## src/common/area_wait_defines.svh

```systemverilog
// Register offsets, field positions, reset values and timing counts
// for the area wait-state controller. Definitions only.
`ifndef AREA_WAIT_DEFINES_SVH
`define AREA_WAIT_DEFINES_SVH

// APB byte offsets of the register words
`define BUS_CONTROL_OFFSET   8'h00
`define WAIT_CONTROL_OFFSET  8'h04
`define STATUS_OFFSET        8'h08

// Bus control: memory type field
`define MEM_TYPE_POS         12
`define MEM_TYPE_RESET       4'h0
`define MEM_TYPE_NORMAL      4'h0
`define MEM_TYPE_BYTE_SRAM   4'h3

// Wait control field positions
`define SETUP_DELAY_POS      11
`define ACCESS_WAIT_POS      7
`define EXT_WAIT_MASK_POS    6
`define HOLD_DELAY_POS       0

// Wait control reset values
`define SETUP_DELAY_RESET    2'h0
`define ACCESS_WAIT_RESET    4'hA
`define EXT_WAIT_MASK_RESET  1'h0
`define HOLD_DELAY_RESET     2'h0

// Reference clock cycles per bus cycle (half a bus cycle is one tick)
`define TICKS_PER_BUS_CYCLE  7'h02

`endif

```

## src/common/area_wait_pkg.sv

```systemverilog
// Types shared by the area wait-state controller and its decoder.
// Assumes the constants header is compiled alongside.
package area_wait_pkg;

  typedef enum logic [1:0] {
    ST_IDLE,
    ST_SETUP,
    ST_STROBE,
    ST_HOLD
  } access_state_t;

  typedef struct packed {
    logic [1:0] setup_delay;
    logic [3:0] access_wait;
    logic       external_wait_mask;
    logic [1:0] hold_delay;
  } wait_fields_t;

  typedef struct packed {
    logic        write;
    logic [1:0]  lanes;
    logic [15:0] addr;
    logic [15:0] wdata;
  } mem_req_t;

endpackage

```

## src/hw/area_wait_ctrl.sv

```systemverilog
// Wait-state timing for one external memory area behind an APB slave.
// Assumes ref_clk at 40 MHz is twice the bus clock and inputs are synchronous.
//
// The APB slave port and the register addresses are this design's own decisions.
`timescale 1ns/1ps
`default_nettype none
`include "area_wait_defines.svh"

//  Contract
// - Wait layout follows selected memory type
// - Setup delay 0.5 to 3.5 cycles
// - Wait code gives 0..6,8,10,12,14,18,24 cycles
// - Wait resets to 1010, others zero
// - Mask zero honours external wait, one ignores
// - Mask applies even with zero waits
// - Hold delay 0.5 to 3.5 cycles
// - Reserved bits read zero, written zero
// - Types 0000 and 0011 use this layout
module area_wait_ctrl (
  input  wire logic                    ref_clk,
  input  wire logic                    rst_n,
  input  wire logic                    clk_en,
  input  wire logic                    psel,
  input  wire logic                    penable,
  input  wire logic                    pwrite,
  input  wire logic [7:0]              paddr,
  input  wire logic [31:0]             pwdata,
  output logic      [31:0]             prdata,
  output logic                         pready,
  output logic                         pslverr,
  input  wire logic                    mem_req_valid,
  input  wire area_wait_pkg::mem_req_t mem_req,
  output logic                         mem_req_ready,
  output logic                         mem_done,
  output logic                         mem_error,
  output logic      [15:0]             mem_rdata,
  output logic      [15:0]             mem_addr,
  output logic                         chip_select_n,
  output logic                         read_n,
  output logic      [1:0]              byte_enable_n,
  output logic      [15:0]             data_out,
  output logic                         data_oe_n,
  input  wire logic [15:0]             data_in,
  input  wire logic                    external_wait_n
);

  logic [3:0]                  memory_type;
  area_wait_pkg::wait_fields_t wait_fields;
  area_wait_pkg::wait_fields_t cur_fields;
  area_wait_pkg::access_state_t state;
  area_wait_pkg::mem_req_t     cur_req;
  logic [6:0]                  cnt;
  logic [6:0]                  setup_len;
  logic [6:0]                  strobe_len;
  logic [6:0]                  hold_len;
  logic                        type_ok;
  logic                        apb_write;
  logic                        wait_honoured;
  logic [31:0]                 next_prdata;
  logic                        next_pslverr;

  // Decoder sees the fields latched for the current access
  wait_timing_decode u_decode (
    .fields     (cur_fields),
    .setup_len  (setup_len),
    .strobe_len (strobe_len),
    .hold_len   (hold_len)
  );

  // Only the two asynchronous layouts are timed here
  assign type_ok = (memory_type == `MEM_TYPE_NORMAL) ||
                   (memory_type == `MEM_TYPE_BYTE_SRAM);
  assign apb_write     = psel && penable && pready && pwrite;
  assign wait_honoured = !cur_fields.external_wait_mask && !external_wait_n;

  // Read mux and unmapped-address answer
  always_comb begin
    next_prdata  = 32'h0000_0000;
    next_pslverr = 1'b0;
    if (paddr == `BUS_CONTROL_OFFSET) begin
      next_prdata[`MEM_TYPE_POS +: 4] = memory_type;
    end else if (paddr == `WAIT_CONTROL_OFFSET) begin
      // Reserved positions stay at the zero default
      next_prdata[`SETUP_DELAY_POS +: 2] = wait_fields.setup_delay;
      next_prdata[`ACCESS_WAIT_POS +: 4] = wait_fields.access_wait;
      next_prdata[`EXT_WAIT_MASK_POS]    = wait_fields.external_wait_mask;
      next_prdata[`HOLD_DELAY_POS +: 2]  = wait_fields.hold_delay;
    end else if (paddr == `STATUS_OFFSET) begin
      next_prdata[0] = (state != area_wait_pkg::ST_IDLE);
      next_prdata[1] = mem_error;
    end else begin
      next_pslverr = 1'b1;
    end
  end

  // APB answer: pready one cycle into the access phase
  always_ff @(posedge ref_clk) begin
    if (!rst_n) begin
      pready  <= 1'b0;
      pslverr <= 1'b0;
      prdata  <= 32'h0000_0000;
    end else if (clk_en) begin
      pready  <= psel && penable && !pready;
      pslverr <= psel && penable && !pready && next_pslverr;
      prdata  <= (psel && penable && !pready && !pwrite) ? next_prdata : 32'h0000_0000;
    end
  end

  // Register writes; software orders type before timing
  always_ff @(posedge ref_clk) begin
    if (!rst_n) begin
      memory_type                    <= `MEM_TYPE_RESET;
      wait_fields.setup_delay        <= `SETUP_DELAY_RESET;
      wait_fields.access_wait        <= `ACCESS_WAIT_RESET;
      wait_fields.external_wait_mask <= `EXT_WAIT_MASK_RESET;
      wait_fields.hold_delay         <= `HOLD_DELAY_RESET;
    end else if (clk_en && apb_write) begin
      if (paddr == `BUS_CONTROL_OFFSET) begin
        memory_type <= pwdata[`MEM_TYPE_POS +: 4];
      end else if (paddr == `WAIT_CONTROL_OFFSET) begin
        wait_fields.setup_delay        <= pwdata[`SETUP_DELAY_POS +: 2];
        wait_fields.access_wait        <= pwdata[`ACCESS_WAIT_POS +: 4];
        wait_fields.external_wait_mask <= pwdata[`EXT_WAIT_MASK_POS];
        wait_fields.hold_delay         <= pwdata[`HOLD_DELAY_POS +: 2];
      end
    end
  end

  // Access sequencer: setup, strobe, hold, all in half bus cycles
  always_ff @(posedge ref_clk) begin
    if (!rst_n) begin
      state         <= area_wait_pkg::ST_IDLE;
      cnt           <= 7'h00;
      cur_req       <= '0;
      cur_fields    <= '0;
      mem_req_ready <= 1'b0;
      mem_done      <= 1'b0;
      mem_error     <= 1'b0;
      mem_rdata     <= 16'h0000;
      mem_addr      <= 16'h0000;
      chip_select_n <= 1'b1;
      read_n        <= 1'b1;
      byte_enable_n <= 2'h3;
      data_out      <= 16'h0000;
      data_oe_n     <= 1'b1;
    end else if (clk_en) begin
      mem_done <= 1'b0;
      case (state)
        area_wait_pkg::ST_IDLE: begin
          mem_req_ready <= 1'b1;
          if (mem_req_valid && mem_req_ready) begin
            if (!type_ok) begin
              // Other memory types are not timed by this block
              mem_done  <= 1'b1;
              mem_error <= 1'b1;
            end else begin
              // Fields are frozen for the whole access
              mem_req_ready <= 1'b0;
              cur_req       <= mem_req;
              cur_fields    <= wait_fields;
              mem_addr      <= mem_req.addr;
              chip_select_n <= 1'b0;
              data_out      <= mem_req.wdata;
              data_oe_n     <= !mem_req.write;
              cnt           <= {4'h0, wait_fields.setup_delay, 1'b0};
              state         <= area_wait_pkg::ST_SETUP;
            end
          end
        end
        area_wait_pkg::ST_SETUP: begin
          if (cnt == 7'h00) begin
            read_n <= cur_req.write;
            // Byte-select SRAM strobes lanes on reads too
            if (cur_req.write || memory_type == `MEM_TYPE_BYTE_SRAM) begin
              byte_enable_n <= ~cur_req.lanes;
            end
            cnt   <= 7'(strobe_len - 7'h01);
            state <= area_wait_pkg::ST_STROBE;
          end else begin
            cnt <= 7'(cnt - 7'h01);
          end
        end
        area_wait_pkg::ST_STROBE: begin
          if (cnt != 7'h00) begin
            cnt <= 7'(cnt - 7'h01);
          end else if (!wait_honoured) begin
            // A honoured wait keeps the strobe; otherwise close it
            read_n        <= 1'b1;
            byte_enable_n <= 2'h3;
            mem_rdata     <= cur_req.write ? mem_rdata : data_in;
            cnt           <= 7'(hold_len - 7'h01);
            state         <= area_wait_pkg::ST_HOLD;
          end
        end
        area_wait_pkg::ST_HOLD: begin
          if (cnt == 7'h00) begin
            chip_select_n <= 1'b1;
            data_oe_n     <= 1'b1;
            mem_done      <= 1'b1;
            mem_error     <= 1'b0;
            mem_req_ready <= 1'b1;
            state         <= area_wait_pkg::ST_IDLE;
          end else begin
            cnt <= 7'(cnt - 7'h01);
          end
        end
        default: state <= area_wait_pkg::ST_IDLE;
      endcase
    end
  end

  // Phase-length helper: during a tick it holds the length of the run that
  // ended on the previous tick, so a phase is complete when its end is sampled
  logic       strobe_on;
  logic [1:0] phase_key;
  logic [1:0] prev_key;
  logic [7:0] phase_len;
  assign strobe_on = !read_n || (byte_enable_n != 2'h3);
  assign phase_key = {chip_select_n, strobe_on};

  always_ff @(posedge ref_clk) begin
    if (!rst_n) begin
      prev_key  <= 2'h2;
      phase_len <= 8'h00;
    end else if (clk_en) begin
      prev_key  <= phase_key;
      phase_len <= (phase_key != prev_key) ? 8'h01 : 8'(phase_len + 8'h01);
    end
  end
endmodule
`default_nettype wire

```

## src/hw/wait_timing_decode.sv

```systemverilog
// Turns the wait control fields into phase lengths in reference ticks.
// Assumes one reference tick is half a bus cycle.
`timescale 1ns/1ps
`default_nettype none
`include "area_wait_defines.svh"

module wait_timing_decode (
  input  wire area_wait_pkg::wait_fields_t fields,
  output logic [6:0]                       setup_len,
  output logic [6:0]                       strobe_len,
  output logic [6:0]                       hold_len
);

  logic [6:0] wait_cycles;

  // Access wait code to whole bus cycles
  always_comb begin
    case (fields.access_wait)
      4'h7:    wait_cycles = 7'h08;
      4'h8:    wait_cycles = 7'h0A;
      4'h9:    wait_cycles = 7'h0C;
      4'hA:    wait_cycles = 7'h0E;
      4'hB:    wait_cycles = 7'h12;
      4'hC:    wait_cycles = 7'h18;
      // Reserved codes: longest legal wait, the safe side for slow parts
      4'hD,
      4'hE,
      4'hF:    wait_cycles = 7'h18;
      default: wait_cycles = {3'h0, fields.access_wait};
    endcase
  end

  // Half-cycle delays: code n gives n + 0.5 bus cycles
  assign setup_len  = {4'h0, fields.setup_delay, 1'b1};
  assign hold_len   = {4'h0, fields.hold_delay, 1'b1};
  // Strobe lasts one base cycle plus the wait cycles
  assign strobe_len = 7'((wait_cycles + 7'h01) * `TICKS_PER_BUS_CYCLE);

endmodule
`default_nettype wire

```

## config.mk

```make
export PLATFORM = sky130hd
export DESIGN_NAME = area_wait_ctrl
export DESIGN_NICKNAME = d
export VERILOG_FILES = /design/src/common/area_wait_pkg.sv /design/src/hw/area_wait_ctrl.sv /design/src/hw/wait_timing_decode.sv
export VERILOG_INCLUDE_DIRS = /design/src /design/src/common
export SDC_FILE = /design/constraint.sdc
export NUM_CORES = 1
export LEC_CHECK = 0
export BUFFER_PORTS_ARGS = -buffer_cell sky130_fd_sc_hd__buf_4
export CORE_MARGIN = 2
export CORE_UTILIZATION = 40
export DETAILED_ROUTE_END_ITERATION = 10
export GPL_TIMING_DRIVEN = 0
export MAX_ROUTING_LAYER = met4
export PLACE_DENSITY = 0.68
export SYNTH_ARGS = -nofsm -noshare
export SYNTH_HDL_FRONTEND = slang
export SYNTH_SLANG_ARGS = --single-unit
```

## constraint.sdc

```tcl
create_clock -name ref_clk -period 3.2 [get_ports ref_clk]
set_input_delay 0.96 -clock ref_clk [delete_from_list [all_inputs] [get_ports ref_clk]]
set_output_delay 0.96 -clock ref_clk [all_outputs]
set_load 0.01 [all_outputs]
```

Yosys cells after proc, flatten, opt, wreduce, memory -nomap -nowiden:

Index checks and enable logic that the tools add are counted.

* register bits: 122
* bits of input ports: 99
* word-level logic and storage cells: 145

* $add $sub $neg: 4
* equal/unequal tests: 25
* muxes and demuxes: 50
* bitwise gates (word level): 5
* reductions and logical operators: 36

Operators by type and width (count)
* two-way mux 7 bit: 7
* == test 4 bit (second input constant): 8
* one-hot mux 5 bit (6 select lines): 1
* one-hot mux 7 bit (4 select lines): 1
* AND reduction 5 bit: 5
* two-way mux 2 bit: 11
* two-way mux 1 bit: 19
* != test 2 bit (second input constant): 9
* two-way mux 16 bit: 1
* subtractor 7 x 1 -> 7 bit (second input constant): 2
* one-hot mux 1 bit (2 select lines): 6
* logical AND 1 bit: 9
* == test 8 x 3 -> 1 bit (second input constant): 1
* == test 8 x 4 -> 1 bit (second input constant): 1
* logical NOT 8 bit: 1
* one-hot mux 2 bit (4 select lines): 1
* logical NOT 7 bit: 1
* AND reduction 7 bit: 1
* nonzero test 7 bit: 1
* adder 5 x 1 -> 6 bit (second input constant): 1
* two-way mux 6 bit: 1
* AND reduction 3 bit: 2
* AND reduction 6 bit: 1
* nonzero test 2 bit: 3
* other kinds (17): 26

Longest topological paths before layout:

Gate-level depths: netlist of run 1.

* depth in word-level cells: 7
* gate-level depth with buffers: 9

By module:

A second synthesis of run 1 with hierarchy kept.

* cell total of the unflattened synthesis: 607
* area total of the unflattened synthesis: 4991.0 µm²

By module, submodules not included
* area_wait_ctrl: times used 1, cells an instance 574, area each 4753.3 µm², seq. area each 2082.0 µm²
* wait_timing_decode: times used 1, cells an instance 33, area each 237.7 µm², seq. area each 0.0 µm²

Least setup slack after synthesis of run 1:

No wires, ideal clock.

* path kind: input -> register
* start point: input paddr[5]
* end point: register prdata[12]
* library setup time: 0.066 ns
* arrival time: 2.513 ns
* required time: 3.134 ns
* path slack: 0.622 ns
* stages on the path: 5
* cells stage by stage: or4_4 > or4_4 > nor3b_4 > a21oi_2 > a21boi_2

* longest elaborated chain between the ends: 4
* elaborated cells between the ends (all ways): 5
* those cells by class: eq/ne (1); mux (3); reduce/logical (1)

RTL lines
* from (decl): line area_wait_ctrl.sv:26 `input wire logic [7:0] paddr,`
* == test 8 x 3 -> 1 bit (no line)
* two-way mux 7 bit: line area_wait_ctrl.sv:82 `` end else if (paddr == `WAIT_CONTROL_OFFSET) begin ``
* two-way mux 1 bit *: line area_wait_ctrl.sv:80 `` if (paddr == `BUS_CONTROL_OFFSET) begin ``
* two-way mux 16 bit *: line area_wait_ctrl.sv:105 `prdata <= (psel && penable && !pready && !pwrite) ? next_prdata : 32'h0000_0000;`
* to (signal assigned): line area_wait_ctrl.sv:105
* to (decl): line area_wait_ctrl.sv:28 `output logic [31:0] prdata,`

Mark *: on every way between the ends. The rest lies on a longest branch, timed or not.
A chain may end at the register's enable or synchronous reset.

Worst setup path in the final report of run 1:

* start point: register cur_fields[6] (netlist name)
* end point: register cnt[5]

* longest elaborated chain between the ends: 7
* elaborated cells between the ends (all ways): 15
* those cells by class: add/sub (2); eq/ne (9); mux (3); reduce/logical (1)

RTL lines
* from (decl): line area_wait_ctrl.sv:49 `area_wait_pkg::wait_fields_t cur_fields;`
* from (signal assigned): line area_wait_ctrl.sv:160 `cur_fields <= wait_fields;`
* == test 4 bit: line wait_timing_decode.sv:18 `case (fields.access_wait)`
* OR reduction 4 bit (no line)
* one-hot mux 5 bit (6 select lines) *: line wait_timing_decode.sv:18
* adder 5 x 1 -> 6 bit *: line wait_timing_decode.sv:37 `` assign strobe_len = 7'((wait_cycles + 7'h01) * `TICKS_PER_BUS_CYCLE); ``
* subtractor 7 x 1 -> 7 bit *: line area_wait_ctrl.sv:177 `cnt <= 7'(strobe_len - 7'h01);`
* two-way mux 7 bit *: line area_wait_ctrl.sv:171 `if (cnt == 7'h00) begin`
* one-hot mux 7 bit (4 select lines) *: line area_wait_ctrl.sv:148 `case (state)`
* to (signal assigned): line area_wait_ctrl.sv:177
* to (signal assigned): line area_wait_ctrl.sv:180 `cnt <= 7'(cnt - 7'h01);`
* to (signal assigned): line area_wait_ctrl.sv:185 `cnt <= 7'(cnt - 7'h01);`
* to (decl): line area_wait_ctrl.sv:52 `logic [6:0] cnt;`

Marks and branches as above.

==> flow_metrics.env, run 1 <==
export IMPL_status="finished clean"
export IMPL_synth_warnings=0
export IMPL_ys_ff_latch=102
export IMPL_crit_path_end_kind="flop"
export IMPL_finalWirelength_um=12760
export IMPL_firstDrtPassIters=5
export IMPL_num_vias=4345
export IMPL_relSlewSlack_pct=48.86
export IMPL_cts_buffer_depth=2
export IMPL_critPathLaunchType="flop"
export IMPL_avgSynthCellArea_sq_um=8.684
export IMPL_fin_worst_skew_ns=0.006174
export IMPL_fin_nets=836
export IMPL_cts_tree="done"
export IMPL_power_density_cell_area_nw_per_um2=419.8
export IMPL_fin_tns_setup_ns=0
export IMPL_grt_max_degree=17
export IMPL_vdd_drop_max_mv=0.1943
export IMPL_slowest_delay_ns=0.50
export IMPL_period_minus_slack_ns=2.881
export IMPL_worst_pin_slew_ns=0.7614
export IMPL_die_x_um=113.5
export IMPL_antenna_found_initial=0
export IMPL_synth_async_sr_flop_share_pct=0
export IMPL_fmax_mhz=347.0
export IMPL_cts_root_buf="clkbuf_16"
export IMPL_setup_violations=0
export IMPL_grt_ovfl_total=0
export IMPL_initial_core_util_pct=41.45
export IMPL_timing_max_cap_violations=0
export IMPL_hp_class="reg -> reg"
export IMPL_n_antenna_cell=0
export IMPL_grt_pass1_vias=4249
export IMPL_p_leak_nw=2.697
export IMPL_dpl_worst_slack_ns=0.3469
export IMPL_cts_hold_fix_buffers=0
export IMPL_fp_coreArea_sq_um=11560
export IMPL_synthCells=552
export IMPL_synth_cell_type_count=57
export IMPL_synth_edf_count=0
export IMPL_worst_slack_ns=0.3185
export IMPL_htreeDepth=3
export IMPL_hpwlAfterDp_um=9876
export IMPL_cp_max_fo=9
export IMPL_path_class="reg -> reg"
export IMPL_crit_chain="clkbuf_1 -> and2_1 -> o32ai_1 -> ha_1 -> nor3_1 -> a31o_2 -> a222oi_1 -> o22ai_1 -> o311a_1"
export IMPL_dieArea_sq_um=12880
export IMPL_final_hold_viol_count=0
export IMPL_cts_sinks=102
export IMPL_rows=39
export IMPL_synth_area_sq_um=4793
export IMPL_worstPathArrival_ns=3.11
export IMPL_required_ns=3.43
export IMPL_fillCellCount=1094
export IMPL_place_gp_congestion=0.8743
export IMPL_grt_pass1_wl_um=20420
export IMPL_rsz0062_at_grt="false"
export IMPL_p_total_mw=2.701
export IMPL_io_pins=189
export IMPL_drtAntennaViolNets=0
export IMPL_cp_slowest_cell="o32ai_1"
export IMPL_clk_pin_slew_ns=0.07
export IMPL_viasPerCell=4.954
export IMPL_layout_drive_gt1_share_pct=26.70
export IMPL_grt_total_usage_pct=20.29
export IMPL_ys_dominant_reg_cell="dfxtp_1"
export IMPL_clk_latency_ns=0.34
export IMPL_drcViolationCount=0
export IMPL_drt_first_iter_violations=198
export IMPL_cts_buffers=9
export IMPL_cts_setup_buffers=0
export IMPL_yosysSeqAreaShare_pct=42.60
export IMPL_finalCritPeriodShare_pct=90.05
export IMPL_drv_slew=0
export IMPL_ctsResizeCount=0
export IMPL_area_growth_pct=34.22
export IMPL_route_detailed_wl_per_inst_um=14.55
export IMPL_portBuffers=147
export IMPL_die_h_um=113.5
[synth_stat cells, types with 3 or more instances]
cell	n	area share, %
nand2_1	107	8.4
dfxtp_1	102	43
nor2b_1	50	6.5
a21boi_0	48	7.5
clkbuf_1	32	2.5
mux2i_1	32	6.7
buf_4	21	3.3
nor2_1	21	1.6
a21oi_1	18	1.9
inv_1	14	1.1
o21ai_0	11	1.1
ha_1	8	2.1
and2_1	6	0.78
nand3_1	5	0.52
o22ai_1	5	0.65
a22oi_1	4	0.63
o21a_1	4	0.63
o31ai_1	4	0.63
xnor2_1	4	0.73
nand2b_1	3	0.39
o211ai_1	3	0.47
o21bai_1	3	0.47
[report_power, final]
group / switching (mW) / internal (mW) / leakage (nW)
logic: 0.170 / 0.168 / 1.73
registers: 0.0165 / 1.29 / 0.824
clock network: 0.479 / 0.574 / 0.139
[worst max-delay path: cells and delay by family (launching register included)]
| kind | cells | cell delay (ns) |
|---|---|---|
| compound gates | 5 | 1.67 |
| fa+ha+maj | 1 | 0.34 |
| buf+inv | 1 | 0.17 |
| flops | 1 | 0.30 |
| simple gates | 2 | 0.29 |
[worst paths after layout]
| path | from | slack, ns | depth (start not counted) | endpoint |
|---|---|---|---|---|
| max | cur_fields[6] | 0.32 | 9 | cnt[5] |
| min | cur_req[33] | 0.46 | 2 | cur_req[33] |
| max reg2reg | cur_fields[6] | 0.32 | 9 | cnt[5] |
| min reg2reg | cur_req[33] | 0.46 | 2 | cur_req[33] |
[routing by layer]
metal	GRT usage [%]	wire, um
met2	33.21	6254
met5	-	0
met1	25.66	5608
met3	2.019	553
met4	8.780	348
[registers in the layout, indices dropped and copies added, names as in the netlist]
| register | flops |
|---|---|
| byte_enable_n | 2 |
| chip_select_n | 1 |
| cnt | 7 |
| cur_fields | 7 |
| cur_req | 3 |
| data_oe_n | 1 |
| data_out | 16 |
| mem_addr | 16 |
| mem_done | 1 |
| mem_error | 1 |
| mem_rdata | 16 |
| mem_req_ready | 1 |
| memory_type | 4 |
| prdata | 12 |
| pready | 1 |
| pslverr | 1 |
| read_n | 1 |
| state | 2 |
| wait_fields | 9 |
[layout by cell type (no fill, tap or decap), types with 3 or more instances in the layout]
master	n
a21boi_0	48
a21oi_1	18
a22oi_1	4
and2_1	6
buf_4	168
clkbuf_1	33
clkbuf_16	9
conb_1	20
dfxtp_1	102
ha_1	8
inv_1	14
mux2i_1	32
nand2_1	107
nand2b_1	3
nand3_1	5
nor2_1	21
nor2b_1	50
o211ai_1	3
o21a_1	4
o21ai_0	11
o21bai_1	3
o22ai_1	5
o31ai_1	4
xnor2_1	4
[logic make-up after synthesis]
family	after synthesis	share of synthesized area, %
other	1	0.07823
AND/OR/NAND/NOR	217	22.81
XOR/XNOR	5	0.9136
flip-flops	102	42.60
adder cells (fa/ha/maj)	8	2.088
buffers and inverters	67	6.891
multiplexers	33	6.917
AO/OA/AOI/OAI	119	17.70
[cell type report]
cell class,count,area [sq um],area share [%]
buffer,53,277.8,4.317
clock buffer,12,256.5,3.987
clock inverter,4,30.03,0.4667
inverter,14,52.55,0.8168
multi-input combinational,402,2492,38.74
sequential,102,2042,31.74
tap,143,178.9,2.781
timing repair buffer,147,1104,17.15
[per-stage QoR]
stage                     hold WS [ns]  area [sq um]  utilization, %  std cells
after global routing            0.4917          6434           55.63        877
final                           0.4620          6434           55.63        877
after CTS                       0.4651          6434           55.63        877
after detailed placement        0.4561          6147           53.15        861
after floorplan                 0.4391          4865               -        571
after global placement          0.4494          6147           53.15        861
No activity file was read; power rests on OpenSTA's default activity.
==> run 2, diff against run 1 <==
--- a/config.mk
+++ b/config.mk
@@ -11,7 +11,6 @@
 export CORE_UTILIZATION = 40
 export DETAILED_ROUTE_END_ITERATION = 10
 export GPL_TIMING_DRIVEN = 0
-export MAX_ROUTING_LAYER = met4
 export PLACE_DENSITY = 0.68
 export SYNTH_ARGS = -nofsm -noshare
 export SYNTH_HDL_FRONTEND = slang
==> run 2 against run 1 <==
Non-clock buffer count did not move. Sequential power barely moved. Count of clock-buffer cells in the layout fell by 3. Via count rose by 1.0%. Combinational power barely moved. Register-to-register slack improved by 0.06 ns. Clock skew rose by 0.00063 ns. Die area did not move.
==> flow_metrics.env, run 2 (synthesized netlist as in run 1, its figures left out) <==
export IMPL_timing_max_cap_violations=0
export IMPL_layout_commonest_cell="buf_4"
export IMPL_crit_path_end_kind="flop"
export IMPL_cts_root_buf="clkbuf_16"
export IMPL_n_antenna_cell=0
export IMPL_clk_pin_slew_ns=0.07
export IMPL_cts_buffer_depth=2
export IMPL_grt_pass1_wl_um=20780
export IMPL_dieArea_sq_um=12880
export IMPL_multi_input_comb_area_sq_um=2492
export IMPL_finalWirelength_um=13020
export IMPL_io_pins=189
export IMPL_grt_max_degree=18
export IMPL_hold_ws_ns=0.4631
export IMPL_cts_setup_buffers=0
export IMPL_placed_cell_area_sq_um=6147
export IMPL_worst_slack_ns=0.3754
export IMPL_hp_class="reg -> reg"
export IMPL_rr_worst_depth=9
export IMPL_hpwlAfterDp_um=9981
export IMPL_die_x_um=113.5
export IMPL_fin_util_pct=55.53
export IMPL_clk_latency_ns=0.34
export IMPL_area_growth_pct=33.99
export IMPL_worstPathArrival_ns=3.06
export IMPL_drv_slew=0
export IMPL_vdd_drop_max_mv=0.2606
export IMPL_drtAntennaViolNets=0
export IMPL_rows=39
export IMPL_whs_path_depth=2
export IMPL_cts_tree="done"
export IMPL_cts_sinks=102
export IMPL_worst_pin_slew_ns=0.7991
export IMPL_required_ns=3.43
export IMPL_regArea_sq_um=2042
export IMPL_finalCritPeriodShare_pct=88.27
export IMPL_mostFrequentLayoutCells="168 x buf_4, 107 x nand2_1, 102 x dfxtp_1"
export IMPL_fillCellCount=1058
export IMPL_grt_pass1_vias=4319
export IMPL_num_vias=4390
export IMPL_drcViolationCount=0
export IMPL_viasPerCell=5.006
export IMPL_r2r_slack_ns=0.38
export IMPL_place_gp_congestion=0.8666
export IMPL_reg_top3="data_out: 16 flops, mem_addr: 16 flops, mem_rdata: 16 flops"
export IMPL_placed_cells=861
export IMPL_setup_violations=0
export IMPL_fmax_mhz=354.0
export IMPL_status="finished clean"
export IMPL_instances_no_fill=877
export IMPL_relSlewSlack_pct=46.32
export IMPL_grt_ovfl_total=0
export IMPL_cts_buffers=9
export IMPL_htreeDepth=3
export IMPL_dpl_worst_slack_ns=0.3488
export IMPL_fp_coreArea_sq_um=11560
export IMPL_final_hold_viol_count=0
export IMPL_portBuffers=147
export IMPL_fin_nets=836
export IMPL_p_total_mw=2.681
export IMPL_fin_worst_skew_ns=0.006808
export IMPL_grt_total_usage_pct=20.15
export IMPL_path_class="reg -> reg"
export IMPL_drt_first_iter_violations=155
export IMPL_route_detailed_wl_per_inst_um=14.85
export IMPL_antenna_found_initial=0
export IMPL_ctsResizeCount=0
export IMPL_layout_drive_gt1_share_pct=26.84
export IMPL_cts_hold_fix_buffers=0
export IMPL_fin_tns_setup_ns=0
export IMPL_power_density_cell_area_nw_per_um2=417.4
export IMPL_initial_core_util_pct=41.45
export IMPL_cp_max_fo=9
export IMPL_rsz0062_at_grt="false"
export IMPL_period_minus_slack_ns=2.825
export IMPL_final_area_sq_um=6422
export IMPL_p_leak_nw=2.697
export IMPL_die_h_um=113.5
export IMPL_critPathLaunchType="flop"
export IMPL_firstDrtPassIters=7
-- run 2: changes by cell type in the layout (fill, tap and decap cells not counted) --
| cell | before | now |
|---|---|---|
| clkbuf_1 | 33 | 32 |
| clkinvlp_4 | 1 | 0 |
| clkinv_2 | 1 | 3 |
| clkbuf_8 | 2 | 0 |
| clkinv_4 | 1 | 3 |
-- run 2: power breakdown --
part / leakage, nW / switching [mW] / internal (mW)
combinational: 1.73 / 0.171 / 0.168
sequential: 0.824 / 0.0171 / 1.29
clock: 0.140 / 0.501 / 0.531
total: 2.70 / 0.688 / 1.99
-- run 2: path summary, 6_finish.rpt --
kind                               startpoint           to
worst min-delay path              cur_req[33]  cur_req[33]
worst max-delay path            cur_fields[6]       cnt[5]
worst max register to register  cur_fields[6]       cnt[5]
worst min register to register    cur_req[33]  cur_req[33]
-- run 2: cell type report --
class,count,share of cell area (%)
sequential,102,31.79
clock buffer,9,3.507
tap,143,2.786
inverter,14,0.8182
buffer,53,4.325
timing repair buffer,147,17.18
clock inverter,7,0.7793
multi-input combinational,402,38.81
-- run 2: routing by layer --
metal	vias to the layer above	global-route usage [%]	routed length, um
met5	-	0	0
met4	0	9.024	292
met3	24	2.816	662
met2	146	35.01	6550
met1	2038	24.88	5518
li1	2182	-	-
-- run 2: critical path, cell delays in order (launching register included) --
cell and delay, ns:
dfxtp_1 0.30, clkbuf_1 0.18, and2_1 0.21, o32ai_1 0.45
ha_1 0.34, nor3_1 0.07, a31o_2 0.22, a222oi_1 0.45
o22ai_1 0.16, o311a_1 0.34
==> run 3, diff against run 2 <==
--- a/config.mk
+++ b/config.mk
@@ -11,7 +11,8 @@
 export CORE_UTILIZATION = 40
 export DETAILED_ROUTE_END_ITERATION = 10
 export GPL_TIMING_DRIVEN = 0
-export PLACE_DENSITY = 0.68
+export MAX_ROUTING_LAYER = met4
+export PLACE_DENSITY = 0.79
 export SYNTH_ARGS = -nofsm -noshare
 export SYNTH_HDL_FRONTEND = slang
 export SYNTH_SLANG_ARGS = --single-unit
==> run 3 against run 2 <==
Sequential share of layout area decreased by 0.099 points. Combinational power barely moved. Worst hold slack gained 0.0025 ns. Sequential power barely moved. Setup slack worse by 0.052 ns. Non-clock buffer count stayed put. Clock skew grew 0.0025 ns. Sequential cell count stayed put. Clock power increased by 4%. Total power rose by 1.4%. Largest cell class unchanged. Largest power group unchanged.
==> flow_metrics.env, run 3 (synthesized netlist as in run 1, its figures left out) <==
export IMPL_initial_core_util_pct=41.45
export IMPL_fmax_mhz=347.6
export IMPL_drv_slew=0
export IMPL_grt_ovfl_total=0
export IMPL_path_class="reg -> reg"
export IMPL_dieArea_sq_um=12880
export IMPL_cts_setup_buffers=0
export IMPL_cts_tree="done"
export IMPL_whs_path_depth=2
export IMPL_status="finished clean"
export IMPL_route_detailed_wl_per_inst_um=14.84
export IMPL_cts_sinks=102
export IMPL_fin_nets=836
export IMPL_relSlewSlack_pct=49.19
export IMPL_fin_util_pct=55.71
export IMPL_final_area_sq_um=6442
export IMPL_reg2reg_from="cur_fields[5]"
export IMPL_r2r_slack_ns=0.32
export IMPL_area_growth_pct=34.40
export IMPL_cts_buffers=9
export IMPL_rr_worst_depth=9
export IMPL_rows=39
export IMPL_n_antenna_cell=0
export IMPL_hold_start="mem_addr[13]"
export IMPL_hold_ws_ns=0.4656
export IMPL_timing_max_cap_violations=0
export IMPL_portBuffers=147
export IMPL_crit_path_end_kind="flop"
export IMPL_worstPathArrival_ns=3.10
export IMPL_placed_cell_area_sq_um=6147
export IMPL_grt_pass1_wl_um=20330
export IMPL_cts_buffer_depth=2
export IMPL_die_h_um=113.5
export IMPL_p_leak_nw=2.700
export IMPL_place_gp_congestion=0.8885
export IMPL_fp_coreArea_sq_um=11560
export IMPL_io_pins=189
export IMPL_cp_slowest_cell="a222oi_1"
export IMPL_grt_pass1_vias=4288
export IMPL_antenna_found_initial=0
export IMPL_hpwlAfterDp_um=10090
export IMPL_slowest_delay_ns=0.48
export IMPL_required_ns=3.43
export IMPL_drt_first_iter_violations=168
export IMPL_fin_tns_setup_ns=0
export IMPL_layout_commonest_cell="buf_4"
export IMPL_mostFrequentLayoutCells="168 x buf_4, 107 x nand2_1, 102 x dfxtp_1"
export IMPL_htreeDepth=3
export IMPL_critPathLaunchType="flop"
export IMPL_layout_drive_gt1_share_pct=26.84
export IMPL_grt_total_usage_pct=20.06
export IMPL_finalWirelength_um=13020
export IMPL_hp_class="reg -> reg"
export IMPL_worstReg2RegEnd="cnt[5]"
export IMPL_clk_latency_ns=0.34
export IMPL_grt_max_degree=18
export IMPL_setup_violations=0
export IMPL_ctsResizeCount=0
export IMPL_final_hold_viol_count=0
export IMPL_cts_root_buf="clkbuf_16"
export IMPL_power_density_cell_area_nw_per_um2=422.1
export IMPL_cp_max_fo=10
export IMPL_die_x_um=113.5
export IMPL_vdd_drop_max_mv=0.3156
export IMPL_whs_endpoint="mem_addr[13]"
export IMPL_drcViolationCount=0
export IMPL_fin_worst_skew_ns=0.009310
export IMPL_period_minus_slack_ns=2.877
export IMPL_drtAntennaViolNets=0
export IMPL_cts_hold_fix_buffers=0
export IMPL_worst_pin_slew_ns=0.7552
export IMPL_clk_pin_slew_ns=0.07
export IMPL_rsz0062_at_grt="false"
export IMPL_num_vias=4447
export IMPL_firstDrtPassIters=6
export IMPL_viasPerCell=5.071
export IMPL_finalCritPeriodShare_pct=89.89
export IMPL_reg_top3="data_out: 16 flops, mem_addr: 16 flops, mem_rdata: 16 flops"
export IMPL_crit_chain="clkbuf_1 -> and2_1 -> o32ai_1 -> ha_1 -> nor3_1 -> a31o_2 -> a222oi_1 -> o22ai_1 -> o311a_1"
[run 3: cell types whose count changed in the layout (fill, tap and decap cells not counted), sizes merged]
cell,delta
clkinvlp,+1
clkbuf,+2
clkinv,-3
[run 3: worst max path at each step]
| stage | cells after the start | endpoint | slack, ns | from |
|---|---|---|---|---|
| after floorplan | 5 | prdata[12] | 0.62 | paddr[5] |
| after global placement | 6 | prdata[9] | 0.36 | paddr[5] |
| after detailed placement | 6 | prdata[12] | 0.33 | paddr[5] |
| after CTS | 9 | cnt[5] | 0.39 | cur_fields[5] |
| after global routing | 9 | cnt[5] | 0.19 | cur_fields[5] |
| final | 9 | cnt[5] | 0.32 | cur_fields[5] |
[run 3: critical path: cells and delay by family, from the launching register on]
kind | cells | cell delay [ns]
buf+inv | 1 | 0.19
fa+ha+maj | 1 | 0.34
simple gates | 2 | 0.28
compound gates | 5 | 1.65
flops | 1 | 0.30
[run 3: where the power goes]
group / internal (mW) / switching [mW] / total, mW
Clock: 0.577 / 0.491 / 1.07
Combinational: 0.168 / 0.171 / 0.339
Sequential: 1.29 / 0.0181 / 1.31
[run 3: stage by stage]
stage               setup WS [ns]  power [mW]  cells
detailed placement         0.3322       1.677    861
finish                     0.3235       2.720    877
global placement           0.3616       1.667    861
global route               0.1874       2.806    877
floorplan                  0.6217       1.518    571
CTS                        0.3876       2.734    877
[run 3: final cells by class]
cell class | instances | area [sq um]
Buffer | 53 | 277.8
Clock buffer | 11 | 252.7
Clock inverter | 5 | 42.54
Fill cell | 1036 | 5122
Inverter | 14 | 52.55
Multi-Input combinational cell | 402 | 2492
Sequential cell | 102 | 2042
Tap cell | 143 | 178.9
Timing Repair Buffer | 147 | 1104
[run 3: per-layer routing]
metal | track usage [%] | share of wire (%) | vias up
met5 | - | 0 | -
met4 | 7.073 | 1.5 | 0
met3 | 3.348 | 6.0 | 19
met2 | 35.81 | 52 | 157
met1 | 22.72 | 41 | 2086
li1 | - | - | 2185
